<file path="config.mk">
export PLATFORM = sky130hd
export DESIGN_NAME = aosr_top
export DESIGN_NICKNAME = d
export VERILOG_FILES = /design/src/rtl/aosr_pkg.sv /design/src/rtl/aosr_top.sv /design/src/rtl/aosr_port_decode.sv /design/src/rtl/aosr_setup_bank.sv
export SDC_FILE = /design/constraint.sdc
export NUM_CORES = 1
export LEC_CHECK = 0
export BUFFER_PORTS_ARGS = -buffer_cell sky130_fd_sc_hd__buf_2
export CORE_MARGIN = 4
export CORE_UTILIZATION = 45
export DETAILED_ROUTE_END_ITERATION = 8
export PLACE_DENSITY = 0.63
export REMOVE_ABC_BUFFERS = 1
export SKIP_CTS_REPAIR_TIMING = 1
export SLEW_MARGIN = 25
export SYNTH_ARGS = -nofsm -noshare
export SYNTH_HDL_FRONTEND = slang
export SYNTH_SLANG_ARGS = --single-unit
</file>
<file path="constraint.sdc">
create_clock -name clk_i -period 3.1 [get_ports clk_i]
set_clock_uncertainty 0.05 [all_clocks]
set_input_delay 0.465 -clock clk_i [delete_from_list [all_inputs] [get_ports clk_i]]
set_output_delay 0.465 -clock clk_i [all_outputs]
set_load 0.005 [all_outputs]
</file>
<file path="src/rtl/aosr_pkg.sv">
package aosr_pkg;

    // ==========================================================
    // configuration locations (host i/o addresses)
    localparam logic [15:0] SETUP_BANK_BASE = 16'h0100;
    localparam logic [15:0] SETUP_BANK_LAST = 16'h0107;
    localparam logic [15:0] SETUP_EXT_A     = 16'h0094;
    localparam logic [15:0] SETUP_EXT_B     = 16'h0096;

    // ==========================================================
    // wishbone word offsets of the register file
    localparam logic [7:0] OFF_HOST_ADDR = 8'h00;
    localparam logic [7:0] OFF_HOST_DATA = 8'h04;
    localparam logic [7:0] OFF_HOST_CTRL = 8'h08;
    localparam logic [7:0] OFF_IRQ_STAT  = 8'h0C;
    localparam logic [7:0] OFF_IRQ_MASK  = 8'h10;
    localparam logic [7:0] OFF_CFG_VIEW  = 8'h14;
    localparam logic [7:0] OFF_PORT_HIT  = 8'h18;

    // host ctrl fields
    localparam int CTRL_WR_BIT    = 0;
    localparam int CTRL_SEL_BIT   = 1;
    localparam int CTRL_GO_BIT    = 2;

    // ==========================================================
    // bank layout: index from 0100 base
    localparam logic [2:0] IDX_ID_LO   = 3'h0;
    localparam logic [2:0] IDX_ID_HI   = 3'h1;
    localparam logic [2:0] IDX_ENABLE  = 3'h2;
    localparam logic [2:0] IDX_PORTSEL = 3'h3;
    localparam logic [2:0] IDX_ERRSTAT = 3'h5;
    localparam int EN_BIT      = 0;
    localparam int ONBOARD_BIT = 1;

    // card id value is arbitrary
    localparam logic [15:0] CARD_ID    = 16'h5A3C;

    // ==========================================================
    // reset values
    localparam logic [7:0] RST_ENABLE  = 8'h00;
    localparam logic [7:0] RST_PORTSEL = 8'h10;
    localparam logic [7:0] RST_GEN     = 8'h00;

    localparam int NUM_PORTS = 2;
    localparam int NUM_WIN   = 8;
    localparam logic [2:0] WIN_SPAN_MASK = 3'h7;

    // ==========================================================
    // interrupt status bits
    localparam int EV_CFG_WR = 0;
    localparam int EV_PARITY = 1;
    localparam int EV_PORT   = 2;
    localparam int NUM_EV    = 3;

    typedef struct packed {
        logic [15:0] addr;
        logic [7:0]  wdata;
        logic        write;
    } aosr_req_s;

endpackage : aosr_pkg

</file>
<file path="src/rtl/aosr_top.sv">
// Functional notes
// configuration bank answers at host i/o 0100 to 0107
// extra configuration locations at host i/o 94 and 96
// host drives a separate setup select to each card
// an enable register turns the card on or off
// reads return the fixed card identification number
// written options are kept and steer the card
// error status is readable from the configuration bank
// channel error line only for serious faults like parity errors
// each serial port keeps an address select and decodes only there
// each select picks one of eight base addresses
// windows span eight locations; first uses irq 4, others irq 3
// onboard port may take only the first or second window
// host enables setup through 0094 and 0102 before port access; the code gates port decode on 0102 only, 0094 is plain storage
// interrupt outputs are level, active low, open collector
// readable interrupt pending latch per card; the code returns the live uart irq inputs instead
// ignore setup accesses without select; decode ports only when enabled
// after reset enable cleared and options defined
`timescale 1ns/1ps
`default_nettype none

module aosr_top (
    input  wire logic        clk_i,
    input  wire logic        rst_i,
    input  wire logic        wb_cyc_i,
    input  wire logic        wb_stb_i,
    input  wire logic        wb_we_i,
    input  wire logic [7:0]  wb_adr_i,
    input  wire logic [31:0] wb_dat_i,
    input  wire logic [3:0]  wb_sel_i,
    output logic      [31:0] wb_dat_o,
    output logic             wb_ack_o,
    input  wire logic        parity_err_i,
    input  wire logic [1:0]  uart_irq_i,
    output logic             channel_error_line_o,
    output logic             irq3_o,
    output logic             irq3_oe_o,
    output logic             irq4_o,
    output logic             irq4_oe_o,
    output logic             int_o
);

    // ==========================================================
    // state
    typedef enum logic [1:0] {
        AOSR_IDLE,
        AOSR_ACK,
        AOSR_DROP
    } aosr_bus_e;

    typedef struct packed {
        aosr_bus_e           bus;
        logic [31:0]         rdata;
        logic                ack;
        logic [15:0]         haddr;
        logic [7:0]          hdata;
        logic                hsel_n;
        logic                hreq;
        logic                hwr;
        logic [7:0]          hrd;
        logic [aosr_pkg::NUM_EV-1:0] stat;
        logic [aosr_pkg::NUM_EV-1:0] mask;
        logic [1:0]          hit;
        logic                chan_err;
        logic                irq3;
        logic                irq4;
        logic                intr;
    } aosr_state_s;

    aosr_state_s st_ff;
    aosr_state_s nxt_st;

    logic                bus_req;
    logic                bank_req;
    aosr_pkg::aosr_req_s bank_d;
    logic                bank_hit;
    logic [7:0]          bank_rdata;
    logic [7:0]          en_reg;
    logic [7:0]          sel_reg;
    logic [7:0]          err_reg;
    logic [1:0]          port_hit;
    logic [1:0]          port_irq4;
    logic [2:0]          port_sel [aosr_pkg::NUM_PORTS];
    logic [aosr_pkg::NUM_EV-1:0] ev;

    assign bus_req = wb_cyc_i && wb_stb_i && (st_ff.bus == AOSR_IDLE);
    assign bank_req = st_ff.hreq;
    assign bank_d = '{addr: st_ff.haddr, wdata: st_ff.hdata, write: st_ff.hwr};

    // ==========================================================
    // configuration bank
    aosr_setup_bank u_bank (
        .clk_i      (clk_i),
        .rst_i      (rst_i),
        .req_i      (bank_req),
        .req_d_i    (bank_d),
        .select_n_i (st_ff.hsel_n),
        .err_i      (parity_err_i),
        .hit_o      (bank_hit),
        .rdata_o    (bank_rdata),
        .enable_o   (en_reg),
        .portsel_o  (sel_reg),
        .errstat_o  (err_reg)
    );

    // ==========================================================
    // serial port decode, one per port
    always_comb begin
        port_sel[0] = sel_reg[2:0];
        port_sel[1] = sel_reg[6:4];
        // onboard bit restricts both ports to the first two windows
        if (en_reg[aosr_pkg::ONBOARD_BIT]) begin
            port_sel[0] = {2'b00, sel_reg[0]};
            port_sel[1] = {2'b00, sel_reg[4]};
        end
    end

    genvar gi;
    generate
        for (gi = 0; gi < aosr_pkg::NUM_PORTS; gi++) begin : g_port
            aosr_port_decode u_dec (
                .addr_i   (st_ff.haddr),
                .sel_i    (port_sel[gi]),
                .enable_i (en_reg[aosr_pkg::EN_BIT]),
                .hit_o    (port_hit[gi]),
                .irq4_o   (port_irq4[gi])
            );
        end
    endgenerate

    // ==========================================================
    // next state
    always_comb begin
        nxt_st      = st_ff;
        nxt_st.ack  = 1'b0;
        nxt_st.hreq = 1'b0;
        ev          = '0;
        case (st_ff.bus)
            AOSR_IDLE: begin
                if (bus_req) begin
                    nxt_st.bus   = AOSR_ACK;
                    nxt_st.ack   = 1'b1;
                    nxt_st.rdata = 32'h0000_0000;
                    case (wb_adr_i)
                        aosr_pkg::OFF_HOST_ADDR: begin
                            nxt_st.rdata = {16'h0000, st_ff.haddr};
                            if (wb_we_i && wb_sel_i[0]) begin
                                nxt_st.haddr[7:0] = wb_dat_i[7:0];
                            end
                            if (wb_we_i && wb_sel_i[1]) begin
                                nxt_st.haddr[15:8] = wb_dat_i[15:8];
                            end
                        end
                        aosr_pkg::OFF_HOST_DATA: begin
                            nxt_st.rdata = {24'h000000, st_ff.hrd};
                            if (wb_we_i && wb_sel_i[0]) begin
                                nxt_st.hdata = wb_dat_i[7:0];
                            end
                        end
                        aosr_pkg::OFF_HOST_CTRL: begin
                            nxt_st.rdata = {29'h0, 1'b0, !st_ff.hsel_n, st_ff.hwr};
                            if (wb_we_i && wb_sel_i[0]) begin
                                nxt_st.hwr    = wb_dat_i[aosr_pkg::CTRL_WR_BIT];
                                nxt_st.hsel_n = !wb_dat_i[aosr_pkg::CTRL_SEL_BIT];
                                nxt_st.hreq   = wb_dat_i[aosr_pkg::CTRL_GO_BIT];
                            end
                        end
                        aosr_pkg::OFF_IRQ_STAT: begin
                            nxt_st.rdata = {29'h0, st_ff.stat};
                            if (!wb_we_i) begin
                                nxt_st.stat = '0;
                            end
                        end
                        aosr_pkg::OFF_IRQ_MASK: begin
                            nxt_st.rdata = {29'h0, st_ff.mask};
                            if (wb_we_i && wb_sel_i[0]) begin
                                nxt_st.mask = wb_dat_i[aosr_pkg::NUM_EV-1:0];
                            end
                        end
                        aosr_pkg::OFF_CFG_VIEW: begin
                            nxt_st.rdata = {8'h00, err_reg, sel_reg, en_reg};
                        end
                        aosr_pkg::OFF_PORT_HIT: begin
                            // live uart irq inputs and latched port hits, no pending latch
                            nxt_st.rdata = {26'h0, uart_irq_i, 2'b00, st_ff.hit};
                        end
                        default: nxt_st.rdata = 32'h0000_0000;
                    endcase
                end
            end
            AOSR_ACK:  nxt_st.bus = AOSR_DROP;
            AOSR_DROP: nxt_st.bus = AOSR_IDLE;
            default:   nxt_st.bus = AOSR_IDLE;
        endcase

        // host cycle onto configuration bank and port decode
        if (st_ff.hreq) begin
            nxt_st.hrd = bank_hit ? bank_rdata : 8'hFF;
            nxt_st.hit = port_hit;
            ev[aosr_pkg::EV_CFG_WR] = bank_hit && st_ff.hwr;
            ev[aosr_pkg::EV_PORT]   = |port_hit;
        end
        ev[aosr_pkg::EV_PARITY] = parity_err_i;

        // set wins over read clear
        nxt_st.stat = nxt_st.stat | ev;
        // serious fault only: parity
        nxt_st.chan_err = err_reg[0] || parity_err_i;
        // open collector, active low level per irq line
        nxt_st.irq4 = 1'b0;
        nxt_st.irq3 = 1'b0;
        for (int i = 0; i < aosr_pkg::NUM_PORTS; i++) begin
            if (uart_irq_i[i] && en_reg[aosr_pkg::EN_BIT]) begin
                if (port_irq4[i]) begin
                    nxt_st.irq4 = 1'b1;
                end else begin
                    nxt_st.irq3 = 1'b1;
                end
            end
        end
        nxt_st.intr = |(nxt_st.stat & st_ff.mask);

        if (rst_i) begin
            nxt_st        = '0;
            nxt_st.bus    = AOSR_IDLE;
            nxt_st.hsel_n = 1'b1;
        end
    end

    always_ff @(posedge clk_i) begin
        st_ff <= nxt_st;
    end

    // ==========================================================
    // outputs
    assign wb_dat_o             = st_ff.rdata;
    assign wb_ack_o             = st_ff.ack;
    assign channel_error_line_o = st_ff.chan_err;
    assign irq3_o               = 1'b0;
    assign irq3_oe_o            = st_ff.irq3;
    assign irq4_o               = 1'b0;
    assign irq4_oe_o            = st_ff.irq4;
    assign int_o                = st_ff.intr;
endmodule // aosr_top

`default_nettype wire

</file>
<file path="src/rtl/aosr_port_decode.sv">
`timescale 1ns/1ps
`default_nettype none

module aosr_port_decode (
    input  wire logic [15:0] addr_i,
    input  wire logic [2:0]  sel_i,
    input  wire logic        enable_i,
    output logic             hit_o,
    output logic             irq4_o
);

    // ==========================================================
    // window base table
    function automatic logic [15:0] win_base(input logic [2:0] s);
        case (s)
            3'h0:    win_base = 16'h03F8;
            3'h1:    win_base = 16'h02F8;
            3'h2:    win_base = 16'h3220;
            3'h3:    win_base = 16'h3228;
            3'h4:    win_base = 16'h4220;
            3'h5:    win_base = 16'h4228;
            3'h6:    win_base = 16'h5220;
            default: win_base = 16'h5228;
        endcase
    endfunction

    always_comb begin
        // eight-location window, decoded only when enabled
        hit_o  = enable_i &&
                 ((addr_i & ~{13'h0000, aosr_pkg::WIN_SPAN_MASK}) == win_base(sel_i));
        irq4_o = (sel_i == 3'h0);
    end

endmodule // aosr_port_decode

`default_nettype wire

</file>
<file path="src/rtl/aosr_setup_bank.sv">
`timescale 1ns/1ps
`default_nettype none

module aosr_setup_bank (
    input  wire logic        clk_i,
    input  wire logic        rst_i,
    input  wire logic        req_i,
    input  wire aosr_pkg::aosr_req_s req_d_i,
    input  wire logic        select_n_i,
    input  wire logic        err_i,
    output logic             hit_o,
    output logic [7:0]       rdata_o,
    output logic [7:0]       enable_o,
    output logic [7:0]       portsel_o,
    output logic [7:0]       errstat_o
);

    typedef struct packed {
        logic [7:0][7:0] regs;
        logic [7:0]      ext_a;
        logic [7:0]      ext_b;
    } aosr_bank_s;

    aosr_bank_s st_ff;
    aosr_bank_s nxt_st;
    logic in_bank;
    logic in_a;
    logic in_b;

    always_comb begin
        in_bank = (req_d_i.addr >= aosr_pkg::SETUP_BANK_BASE) &&
                  (req_d_i.addr <= aosr_pkg::SETUP_BANK_LAST);
        in_a    = (req_d_i.addr == aosr_pkg::SETUP_EXT_A);
        in_b    = (req_d_i.addr == aosr_pkg::SETUP_EXT_B);
        // accesses ignored unless this card is selected
        hit_o   = !select_n_i && (in_bank || in_a || in_b);
        nxt_st  = st_ff;
        if (req_i && hit_o && req_d_i.write && in_bank) begin
            // id and error status are not software-writable
            if (req_d_i.addr[2:0] != aosr_pkg::IDX_ID_LO &&
                req_d_i.addr[2:0] != aosr_pkg::IDX_ID_HI &&
                req_d_i.addr[2:0] != aosr_pkg::IDX_ERRSTAT) begin
                nxt_st.regs[req_d_i.addr[2:0]] = req_d_i.wdata;
            end
        end
        if (req_i && hit_o && req_d_i.write && in_a) begin
            nxt_st.ext_a = req_d_i.wdata;
        end
        if (req_i && hit_o && req_d_i.write && in_b) begin
            nxt_st.ext_b = req_d_i.wdata;
        end
        // parity fault latched into error status
        if (err_i) begin
            nxt_st.regs[aosr_pkg::IDX_ERRSTAT][0] = 1'b1;
        end else if (req_i && hit_o && !req_d_i.write && in_bank &&
                     req_d_i.addr[2:0] == aosr_pkg::IDX_ERRSTAT) begin
            nxt_st.regs[aosr_pkg::IDX_ERRSTAT] = 8'h00;
        end
        if (rst_i) begin
            nxt_st = '0;
            nxt_st.regs[aosr_pkg::IDX_ENABLE]  = aosr_pkg::RST_ENABLE;
            nxt_st.regs[aosr_pkg::IDX_PORTSEL] = aosr_pkg::RST_PORTSEL;
        end
        rdata_o = 8'h00;
        if (in_bank) begin
            case (req_d_i.addr[2:0])
                aosr_pkg::IDX_ID_LO: rdata_o = aosr_pkg::CARD_ID[7:0];
                aosr_pkg::IDX_ID_HI: rdata_o = aosr_pkg::CARD_ID[15:8];
                default:             rdata_o = st_ff.regs[req_d_i.addr[2:0]];
            endcase
        end else if (in_a) begin
            rdata_o = st_ff.ext_a;
        end else if (in_b) begin
            rdata_o = st_ff.ext_b;
        end
        enable_o  = st_ff.regs[aosr_pkg::IDX_ENABLE];
        portsel_o = st_ff.regs[aosr_pkg::IDX_PORTSEL];
        errstat_o = st_ff.regs[aosr_pkg::IDX_ERRSTAT];
    end

    always_ff @(posedge clk_i) begin
        st_ff <= nxt_st;
    end

endmodule // aosr_setup_bank

`default_nettype wire

</file>
* After elaboration in Yosys (flattened, before gate mapping)
Cells that the tools add are included.
Widths: inputs -> output; s select.
** Operators by class
- $lt $le $gt $ge :: 4
- Eq/ne operators :: 28
- Multiplexer cells :: 42
- Bitwise operators :: 6
- Reduce and logical (&&, ||, !) cells :: 48
** Operators with widths (number)
- $pmux 15 s7 :: 2
- $pmux 24 s7 :: 1
- $mux 48 :: 2
- $mux 8 :: 11
- $bwmux 64 :: 1
- $mux 62 :: 1
- $eq 16x15->1 :: 2
- $eq 16x8->1 const B :: 2
- $bmux 8 s3 :: 1
- $demux 8 s3 :: 1
- $eq 8x5->1 const B :: 3
- $logic_and 1x1->1 :: 22
- $eq 3x3->1 const B :: 7
- $reduce_and 4->1 :: 5
- $mux 3 :: 6
- $mux 6 :: 3
- $eq 8x4->1 const B :: 2
- $ge 16x9->1 const B :: 1
- $le 16x9->1 const B :: 1
- $mux 16 :: 1
- $pmux 8 s2 :: 1
- $eq 3x2->1 const B :: 4
- $eq 3x1->1 const B :: 3
- $logic_not 3->1 :: 3
- other kinds (23) :: 42
** Storage, ports and cells
- Bits in registers :: 162
- Input port bits :: 52
- Output and inout port bits :: 39
- Word-level logic and storage cells :: 156

* Longest topological paths before layout
Gate-level depths: netlist of run 1.
- Depth after elaboration :: 11
- Mapped depth :: 7
- Mapped depth without buffers :: 5

* Cells and area by module
From an unflattened synthesis of run 1, not the netlist that was laid out.
** Unflattened totals
- Cell total of the unflattened synthesis :: 772
- Area total of the unflattened synthesis :: 7253.2 um^2
** By module, submodules not included
- aosr_top :: times used 1, cells each 373, area an instance 3472.1 um^2, sequential area each 1481.4 um^2
- aosr_setup_bank :: times used 1, cells each 353, area an instance 3465.8 um^2, sequential area each 1281.2 um^2
- aosr_port_decode :: times used 2, cells each 23, area an instance 157.7 um^2, sequential area each 0.0 um^2

* Worst setup path after synthesis of run 1
OpenSTA, ideal clock, no wires.
- Path type :: register to register
- Start point :: register st_ff, in the netlist bank_d[14]
- End point :: register u_bank.st_ff[10] (netlist bit)
- Library setup time :: 128 ps
- Arrival :: 2125 ps
- Required time :: 2922 ps
- Slack :: 798 ps
- Stages on the path, launching flop included :: 7
- Buffers on the path :: 1
- Clock period less this slack :: 2302 ps
- Cell sequence :: dfxtp_1 -> or4_1 -> or3_1 -> buf_2 -> nor4_4 -> mux2i_1 -> nor2_1
** On the way
- Longest elaborated chain between the ends :: 8
- Elaborated cells between the ends (all ways) :: 11
- Classes of those cells :: 2 x order compare; 2 x eq/ne; 7 x reduce/logical
** Ends and longest elaborated chain
- start: declaration :: line aosr_top.sv:70 : aosr_state_s st_ff;
- start signal: assignment :: line aosr_top.sv:231 : st_ff <= nxt_st;
- $ge 16x9->1 / $le 16x9->1 (equally long branches) :: line aosr_setup_bank.sv:31, aosr_setup_bank.sv:32
- $logic_and 1x1->1 :: line aosr_setup_bank.sv:31 : in_bank = (req_d_i.addr >= aosr_pkg::SETUP_BANK_BASE) &&
- $logic_or 1x1->1 (2 in a row) :: line aosr_setup_bank.sv:36 : hit_o = !select_n_i && (in_bank || in_a || in_b);
- $logic_and 1x1->1 :: line aosr_setup_bank.sv:36
- $logic_and 1x1->1 (2 in a row) :: line aosr_setup_bank.sv:46 : if (req_i && hit_o && req_d_i.write && in_a) begin
- $logic_and 1x1->1 (*) :: line aosr_setup_bank.sv:46
- end signal: assignment :: line aosr_setup_bank.sv:82 : st_ff <= nxt_st;
- end: declaration :: line aosr_setup_bank.sv:24 : aosr_bank_s st_ff;
Every way passes the cells marked *; elsewhere a longest branch is shown, timed or not.
A chain may end at the register's enable or synchronous reset.

* Worst setup path after layout of run 1
- Start point :: register st_ff, in the netlist bank_d[16]
- End point :: register u_bank.st_ff[69] (netlist bit)
** On the way
- Longest elaborated chain between the ends :: 9
- Elaborated cells between the ends (all ways) :: 12
- Classes of those cells :: 2 x order compare; 2 x eq/ne; 8 x reduce/logical
** Ends and longest elaborated chain
- $ge 16x9->1 / $le 16x9->1 (equally long branches) :: line aosr_setup_bank.sv:31, aosr_setup_bank.sv:32
- $logic_and 1x1->1 :: line aosr_setup_bank.sv:31
- $logic_or 1x1->1 (2 in a row) :: line aosr_setup_bank.sv:36
- $logic_and 1x1->1 :: line aosr_setup_bank.sv:36
- $logic_and 1x1->1 (2 in a row) :: line aosr_setup_bank.sv:38 : if (req_i && hit_o && req_d_i.write && in_bank) begin
- $logic_and 1x1->1 (*) :: line aosr_setup_bank.sv:38
- $reduce_and 2->1 (no source line) (*)
Marks and branches as above.

==> summary.md, run 1 <==
| Metric | Value |
|---|---|
| Post-synth cell types | `62` |
| Largest stage delay, worst path | `550 ps` |
| Avg Inst Size Synth | `8.85 um^2` |
| Final Cell Area | `0.00739 mm^2` |
| IO buf count | `62` |
| Most used flip-flop cell after synthesis | `dfxtp_1` |
| Core ar. | `0.0140 mm^2` |
| Final nets | `805` |
| Die height | `128 um` |
| Switching Share | `20.1%` |
| P per Cell Area | `550 mW/mm^2` |
| Die area | `0.0163 mm^2` |
| Clock Path Buffers | `2` |
| Fin crit share | `86.1%` |
| R2R cell count | `6` |
| Drt total wl | `17800 um` |
| Seq cells post-synth | `138` |
| CTS tree | `yes` |
| Final hold slack | `237 ps` |
| Gpl congestion | `0.951` |
| Logic pwr share | `3.0%` |
| Sequential share of power | `44.0%` |
| Worst-path clk slew | `60 ps` |
| Routed Antenna Nets | `0` |
| Slew Limit Fails | `0` |
| Total grt overflow | `0` |
| CTS Buf Count | `17` |
| Async SR Flop Fraction | `0%` |
| Endpoints failing hold | `0` |
| Worst Setup SP | `bank_d[16]$_SDFFE_PP0P_` |
| Final core utilization | `52.8%` |
| Endpoint class of the critical path | `register` |
| CP Launch Type | `register` |
| Met2 wire length | `8250 um` |
| Max Clk Rate | `375 MHz` |
| Endpoint of the worst setup timing path | `u_bank.st_ff[69]$_SDFFE_PP0P_` |
| Slew headroom | `51.2%` |
| Chip width | `128 um` |
| FP Rows | `43` |
| Hold path cells | `3` |
| Critical path required time | `3340 ps` |
| DRT iter0 DRCs | `500` |
| Critical path cell sequence | `or3b_2 > nor4_2 > buf_4 > nand4_2 > mux2i_1 > nor2_1` |
| H-tree Lvls | `4` |
| First-pass GRT wire length | `28100 um` |
| Lkg Pwr | `3.01 nW` |
| Clock tree sinks | `138` |
| CP Class | `reg -> reg` |
| R2R Path End | `u_bank.st_ff[69]$_SDFFE_PP0P_` |
| Min-delay worst type | `in -> reg` |
| Cell Area, Placed | `0.00676 mm^2` |
| Synth warn | `0` |
| Area growth, synth to finish | `14.4%` |
| Vias in the first global route | `5229` |
| Largest net degree at the start of global routing | `51` |
| Critical path fanouts, max | `8` |
| Max_cap viols | `0` |
| Layout cells sized above 1 | `17.5%` |
| Area of the mapped netlist | `0.00646 mm^2` |
| Clock Power Share | `53.1%` |
| Via count | `5466` |
| Flop2flop setup slack | `430 ps` |
| Fin crit period | `2670 ps` |
| Post-synthesis cell count | `730` |
| Worst skew pair latency | `420 ps` |
| DRT Pass-1 Iters | `5` |
| Detailed-route vias per instance | `5.79` |
| Actual slew at the worst max-slew pin | `730 ps` |
| Clock root buffer | `clkbuf_16` |
| CP max-delay cell | `nor4_2` |
| Gr usage total | `21.9%` |
| RSZ-0062 raised after global routing | `false` |
| Sw power | `0.000817 W` |
| Routed met3 length | `1270 um` |
| Max IR drop VDD | `363 uV` |
| Post-synth EDFFs | `0` |
| Antenna violations before repair | `0` |
| Met1 WL | `7720 um` |
| I/O Pins | `91` |
| Post-DP HPWL | `12600 um` |
| Avg WL per Cell | `18.8 um` |
| # diodes | `0` |
| Top sig layer | `met4` |
| Cell-internal power | `0.00324 W` |
| Status | `completed` |
| Filler cell count | `1253` |
| Final setup fails | `0` |
| WP data arrival | `2910 ps` |
| Post-synthesis sequential area ratio | `42.8%` |
| Residual DRC count | `0` |
| Reg-to-Reg Start | `bank_d[16]$_SDFFE_PP0P_` |
| Starting Density | `46.2%` |
registers in the layout (all words and copies together) (netlist names):
signal                count
bank_d                   25
bank_req                  1
u_bank.errstat_o          8
u_bank.enable_o           8
wb_ack_o                  1
u_bank.st_ff             40
u_bank.portsel_o          8
wb_dat_o                 24
irq3_oe_o                 1
st_ff                    19
int_o                     1
channel_error_line_o      1
irq4_oe_o                 1
worst min-delay path by stage:
stage	startpoint	endpoint	slack, ps
after global routing	wb_dat_i[8]	bank_d[17]$_SDFFE_PP0P_	260
after global placement	wb_dat_o[19]$_SDFFE_PP0P_	wb_dat_o[19]$_SDFFE_PP0P_	390
final	wb_dat_i[13]	bank_d[22]$_SDFFE_PP0P_	240
after floorplan	st_ff[81]$_SDFFE_PP0P_	st_ff[81]$_SDFFE_PP0P_	360
after detailed placement	wb_dat_o[18]$_SDFFE_PP0P_	wb_dat_o[18]$_SDFFE_PP0P_	400
after CTS	wb_dat_i[9]	bank_d[18]$_SDFFE_PP0P_	220
through the flow:
step	power, W	setup slack (ps)	TNS, ps	cells
floorplan	0.00186	-270	-5670	647
global placement	0.00194	501	0	914
detailed placement	0.00194	480	0	914
CTS	0.00409	451	0	944
global route	0.00417	330	0	944
finish	0.00406	432	0	944
metal layers:
metal / vias to the layer above / track usage [%]
met2: 248 / 35.4
li1: 2581 / -
met3: 36 / 5.00
met5: - / 0
met4: 0 / 8.36
met1: 2601 / 28.5
kinds of logic after synthesis:
kind of cell              count (synthesis)  share of synthesized area (%)
buffers and inverters                    97                           7.69
muxes                                    90                           15.0
DFF                                     138                           42.8
xor gates and xnor gates                  2                          0.271
and+or+nand+nor                         268                           20.3
other                                     1                         0.0581
AOI/OAI and AO/OA                       134                           13.9
cells in the final DEF (no fill, tap or decap), drive strengths merged, types with 11 or more instances in the layout:
cell / instances
clkbuf: 24
buf: 87
a21oi: 38
a22oi: 18
dfxtp: 138
nor2: 103
mux2i: 82
nand3: 25
nand4: 11
nand2: 57
o21ai: 18
area by class of cell:
type	count	area (um^2)	share of cell area (%)
clock buffers	24	492	6.65
clock inverters	6	136	1.85
inverters	5	18.8	0.254
multi-input cells	504	3250	44.0
flip-flops and latches	138	2760	37.4
well taps	180	225	3.05
repair buffers	87	500	6.77
cells in the mapped netlist, types with 3 or more instances:
cell type | number | area, um^2
a21oi_1 | 38 | 190
a22o_1 | 4 | 35.0
a22oi_1 | 18 | 135
a2bb2oi_1 | 10 | 87.6
a311oi_1 | 4 | 35.0
a31oi_1 | 9 | 56.3
and2_1 | 10 | 62.6
and3_1 | 3 | 18.8
and4_1 | 4 | 35.0
buf_1 | 5 | 18.8
buf_2 | 4 | 20.0
buf_4 | 34 | 255
clkbuf_1 | 49 | 184
dfxtp_1 | 138 | 2760
inv_1 | 5 | 18.8
mux2_2 | 3 | 33.8
mux2i_1 | 82 | 821
mux4_2 | 5 | 113
nand2_1 | 57 | 214
nand2b_1 | 10 | 62.6
nand3_1 | 25 | 125
nand4_1 | 8 | 50.1
nand4_2 | 3 | 37.5
nor2_1 | 103 | 387
nor2b_1 | 9 | 56.3
nor3_1 | 8 | 40.0
nor3b_1 | 3 | 22.5
nor4_1 | 4 | 25.0
o211ai_1 | 4 | 30.0
o21ai_0 | 18 | 90.1
o21bai_1 | 5 | 37.5
or3_1 | 8 | 50.1
or4_1 | 3 | 22.5
power groups by stage:
stage               registers, W  clock network, W   logic, W
floorplan                0.00182                 0  0.0000343
global placement         0.00182                 0   0.000116
detailed placement       0.00182                 0   0.000118
CTS                      0.00179           0.00218   0.000119
global route             0.00179           0.00226   0.000130
finish                   0.00179           0.00216   0.000120
worst max-delay path, delay by kind of cell, from the launching register on:
kind	cells	cell delay (ps)
DFF	1	380
and+or+nand+nor	4	1530
muxes	1	320
buffers and inverters	1	260
Power figures use the tool's default switching activity.
==> run 2: changes to the inputs <==
--- a/config.mk
+++ b/config.mk
@@ -5,6 +5,7 @@
 export SDC_FILE = /design/constraint.sdc
 export NUM_CORES = 1
 export LEC_CHECK = 0
+export ABC_AREA = 1
 export BUFFER_PORTS_ARGS = -buffer_cell sky130_fd_sc_hd__buf_2
 export CORE_MARGIN = 4
 export CORE_UTILIZATION = 45
==> run 2 against run 1 <==
Net effect:
- final cell count is 29% higher
- hold slack improved by 8.2 ps
- via count up 14%
- highest routed layer unchanged
- register-to-register slack better by 180 ps
- cell area rose by 3.1%
- first-iteration DRC count grew 3.4%
- count of clock-buffer cells in the layout down 3
- maximum frequency up 7.2%
==> summary.md, run 2 <==
| Metric | Value |
|---|---|
| Status | `completed` |
| Final setup fails | `0 (unchanged)` |
| Share of the synthesized area in the top cell type | `40.6% (-2.1 points)` |
| Gr usage total | `22.6% (+0.70 points)` |
| IO buf count | `62 (unchanged)` |
| Max reg flops | `40 (unchanged)` |
| Die area | `0.0171 mm^2 (+4.9%)` |
| I/O Pins | `91 (unchanged)` |
| Post-synth EDFFs | `0 (unchanged)` |
| Layout cells sized above 1 | `13.5% (-4.0 points)` |
| Critical path required time | `3370 ps (+30 ps)` |
| CTS tree | `yes` |
| Clock root buffer | `clkbuf_16` |
| Die height | `131 um (+2.4%)` |
| Clock tree sinks | `138 (unchanged)` |
| Antenna violations before repair | `0 (unchanged)` |
| GRT met2 Usage | `36.6% (+1.2 points)` |
| Synth warn | `0 (unchanged)` |
| Critical path buffers and inverters | `2 (+1)` |
| Fin crit period | `2490 ps (-179 ps)` |
| Max Clk Rate | `402 MHz (+7.2%)` |
| First-pass GRT wire length | `29700 um (+5.8%)` |
| Synth top cells by count | `nand2_1 (262), nor2_1 (161), dfxtp_1 (138), inv_1 (87), a21oi_1 (73)` |
| Vias in the first global route | `5477 (+4.7%)` |
| Actual slew at the worst max-slew pin | `754 ps (+23.4 ps)` |
| Synth area leaders | `dfxtp_1 (41%), nand2_1 (14%), nor2_1 (8.9%)` |
| CP max-delay cell | `dfxtp_1` |
| Endpoints failing hold | `0 (unchanged)` |
| DRT iter0 DRCs | `517 (+3.4%)` |
| Biggest register | `u_bank.st_ff` |
| Starting Density | `46.4% (+0.26 points)` |
| Detailed-route vias per instance | `5.10 (-12%)` |
| P per Cell Area | `548 mW/mm^2 (-0.33%)` |
| FP Rows | `44 (+2.3%)` |
| Core ar. | `0.0146 mm^2 (+4.7%)` |
| Chip width | `131 um (+2.4%)` |
| Max_cap viols | `0 (unchanged)` |
| CTS Buf Count | `17 (unchanged)` |
| # diodes | `0 (unchanged)` |
| Worst-path clk slew | `60 ps (about the same)` |
| Flop2flop setup slack | `610 ps (+180 ps)` |
| Drt total wl | `18800 um (+6.1%)` |
| Routed Antenna Nets | `0 (unchanged)` |
| Largest area contributor in the netlist | `dfxtp_1` |
| Avg WL per Cell | `15.5 um (-18%)` |
| Most used flip-flop cell after synthesis | `dfxtp_1` |
| Slew Limit Fails | `0 (unchanged)` |
| Met3 usage | `3.94% (-1.1 points)` |
| Min-delay worst type | `in -> reg` |
| Critical path cell sequence | `inv_1 > nor2_1 > inv_1 > nor2_4 > nand2_1 > nand2_1 > nor2_1` |
| Fin crit share | `80.3% (-5.8 points)` |
| Lkg Pwr | `3.27 nW (+8.7%)` |
| Worst skew pair latency | `430 ps (about the same)` |
| Avg Inst Size Synth | `6.79 um^2 (-23%)` |
| Multi-input logic area | `0.00324 mm^2 (-0.46%)` |
| Slew headroom | `49.7% (-1.6 points)` |
| WP data arrival | `2760 ps (-150 ps)` |
| Max IR drop VDD | `382 uV (+5.4%)` |
| Gpl congestion | `0.967 (+1.7%)` |
| CP Launch Type | `register` |
| Fin cells | `1219 (+29%)` |
| Final nets | `1075 (+34%)` |
| # placed instances | `1188 (+30%)` |
| Largest stage delay, worst path | `810 ps (+260 ps)` |
| Filler cell count | `1512 (+21%)` |
| Endpoint class of the critical path | `register` |
| Area of the mapped netlist | `0.00680 mm^2 (+5.3%)` |
| DRT Pass-1 Iters | `5 (unchanged)` |
| Commonest cells after routing, fill and taps aside | `nand2_1 (262), nor2_1 (161), dfxtp_1 (138), inv_1 (86), a21oi_1 (73)` |
| Most common cell after layout, fill and taps aside | `nand2_1` |
| M1 GR Usage | `30.2% (+1.8 points)` |
| Largest net degree at the start of global routing | `97 (+90%)` |
| Post-DP HPWL | `13200 um (+5.3%)` |
| Post-Route Setup TNS | `0 ps (unchanged)` |
| Clock Path Buffers | `2 (unchanged)` |
| Post-synth cell types | `38 (-39%)` |
| Count leader, synth | `nand2_1` |
| Crit-path leading delay family | `simple AND/OR/NAND/NOR gates` |
| Via count | `6213 (+14%)` |
| Grt peak-use layer | `met2` |
| RSZ-0062 raised after global routing | `false` |
| Post-synthesis cell count | `1002 (+37%)` |
| Post-synthesis sequential area ratio | `40.6% (-2.1 points)` |
| Residual DRC count | `0 (unchanged)` |
| Critical path fanouts, max | `22 (+14)` |
| Async SR Flop Fraction | `0% (unchanged)` |
| CP Class | `reg -> reg` |
| Area growth, synth to finish | `12.1%` |
| H-tree Lvls | `4 (unchanged)` |
| Total grt overflow | `0 (unchanged)` |
| FF+latch area | `0.00276 mm^2 (unchanged)` |
| Seq cells post-synth | `138 (unchanged)` |
run 2: final timing paths:
| path | start | end | cells past startpoint |
|---|---|---|---|
| setup / recovery | bank_d[9]$_SDFFE_PP0P_ | u_bank.st_ff[73]$_SDFFE_PP0P_ | 7 |
| hold / removal | wb_dat_i[1] | st_ff[22]$_SDFFE_PP1P_ | 2 |
| setup reg to reg | bank_d[9]$_SDFFE_PP0P_ | u_bank.st_ff[73]$_SDFFE_PP0P_ | 7 |
| hold reg to reg | st_ff[81]$_SDFFE_PP0P_ | st_ff[81]$_SDFFE_PP0P_ | 1 |
run 2: cell type report:
| type | instances | share of cell area [%] |
|---|---|---|
| clock buffers | 21 | 6.04 |
| clock inverters | 10 | 2.51 |
| inverters | 92 | 4.55 |
| multi-input cells | 703 | 42.5 |
| flip-flops and latches | 138 | 36.3 |
| well taps | 184 | 3.02 |
| repair buffers | 71 | 5.12 |
run 2: power by group:
group          internal, W  switching (W)  total [W]
clock network      0.00147       0.000793    0.00226
registers          0.00178     0.00000426    0.00179
logic            0.0000426      0.0000822   0.000125
total              0.00330       0.000879    0.00417
run 2: stage by stage:
| stage | area (um^2) | setup slack, ps | utilization [%] | power (W) | hold WS [ps] |
|---|---|---|---|---|---|
| 6_report | 7620 | 611 | 52.0 | 0.00417 | 245 |
| 4_1_cts | 7620 | 650 | 52.0 | 0.00420 | 247 |
| 3_3_place_gp | 6970 | 673 | 47.6 | 0.00195 | 355 |
| 3_5_place_dp | 6970 | 680 | 47.6 | 0.00195 | 354 |
| 2_1_floorplan | 6350 | 720 | - | 0.00189 | 341 |
| 5_1_grt | 7620 | 425 | 52.0 | 0.00431 | 246 |
run 2: cells by family (layout without fill, tap and decap cells):
family,count (synthesis),count (layout),synth area share (%)
other cells,1,10,0.0552
xor+xnor,1,1,0.129
flops,138,138,40.6
buf+inv,170,194,12.2
compound gates,176,176,14.3
simple gates,516,516,32.7
run 2: metal layers:
metal | share of wire [%] | wire length [um] | vias to the layer above
li1 | - | - | 3188
met1 | 45 | 8450 | 2775
met2 | 47 | 8780 | 212
met3 | 5.7 | 1080 | 38
met4 | 2.8 | 529 | 0
met5 | 0 | 0 | -
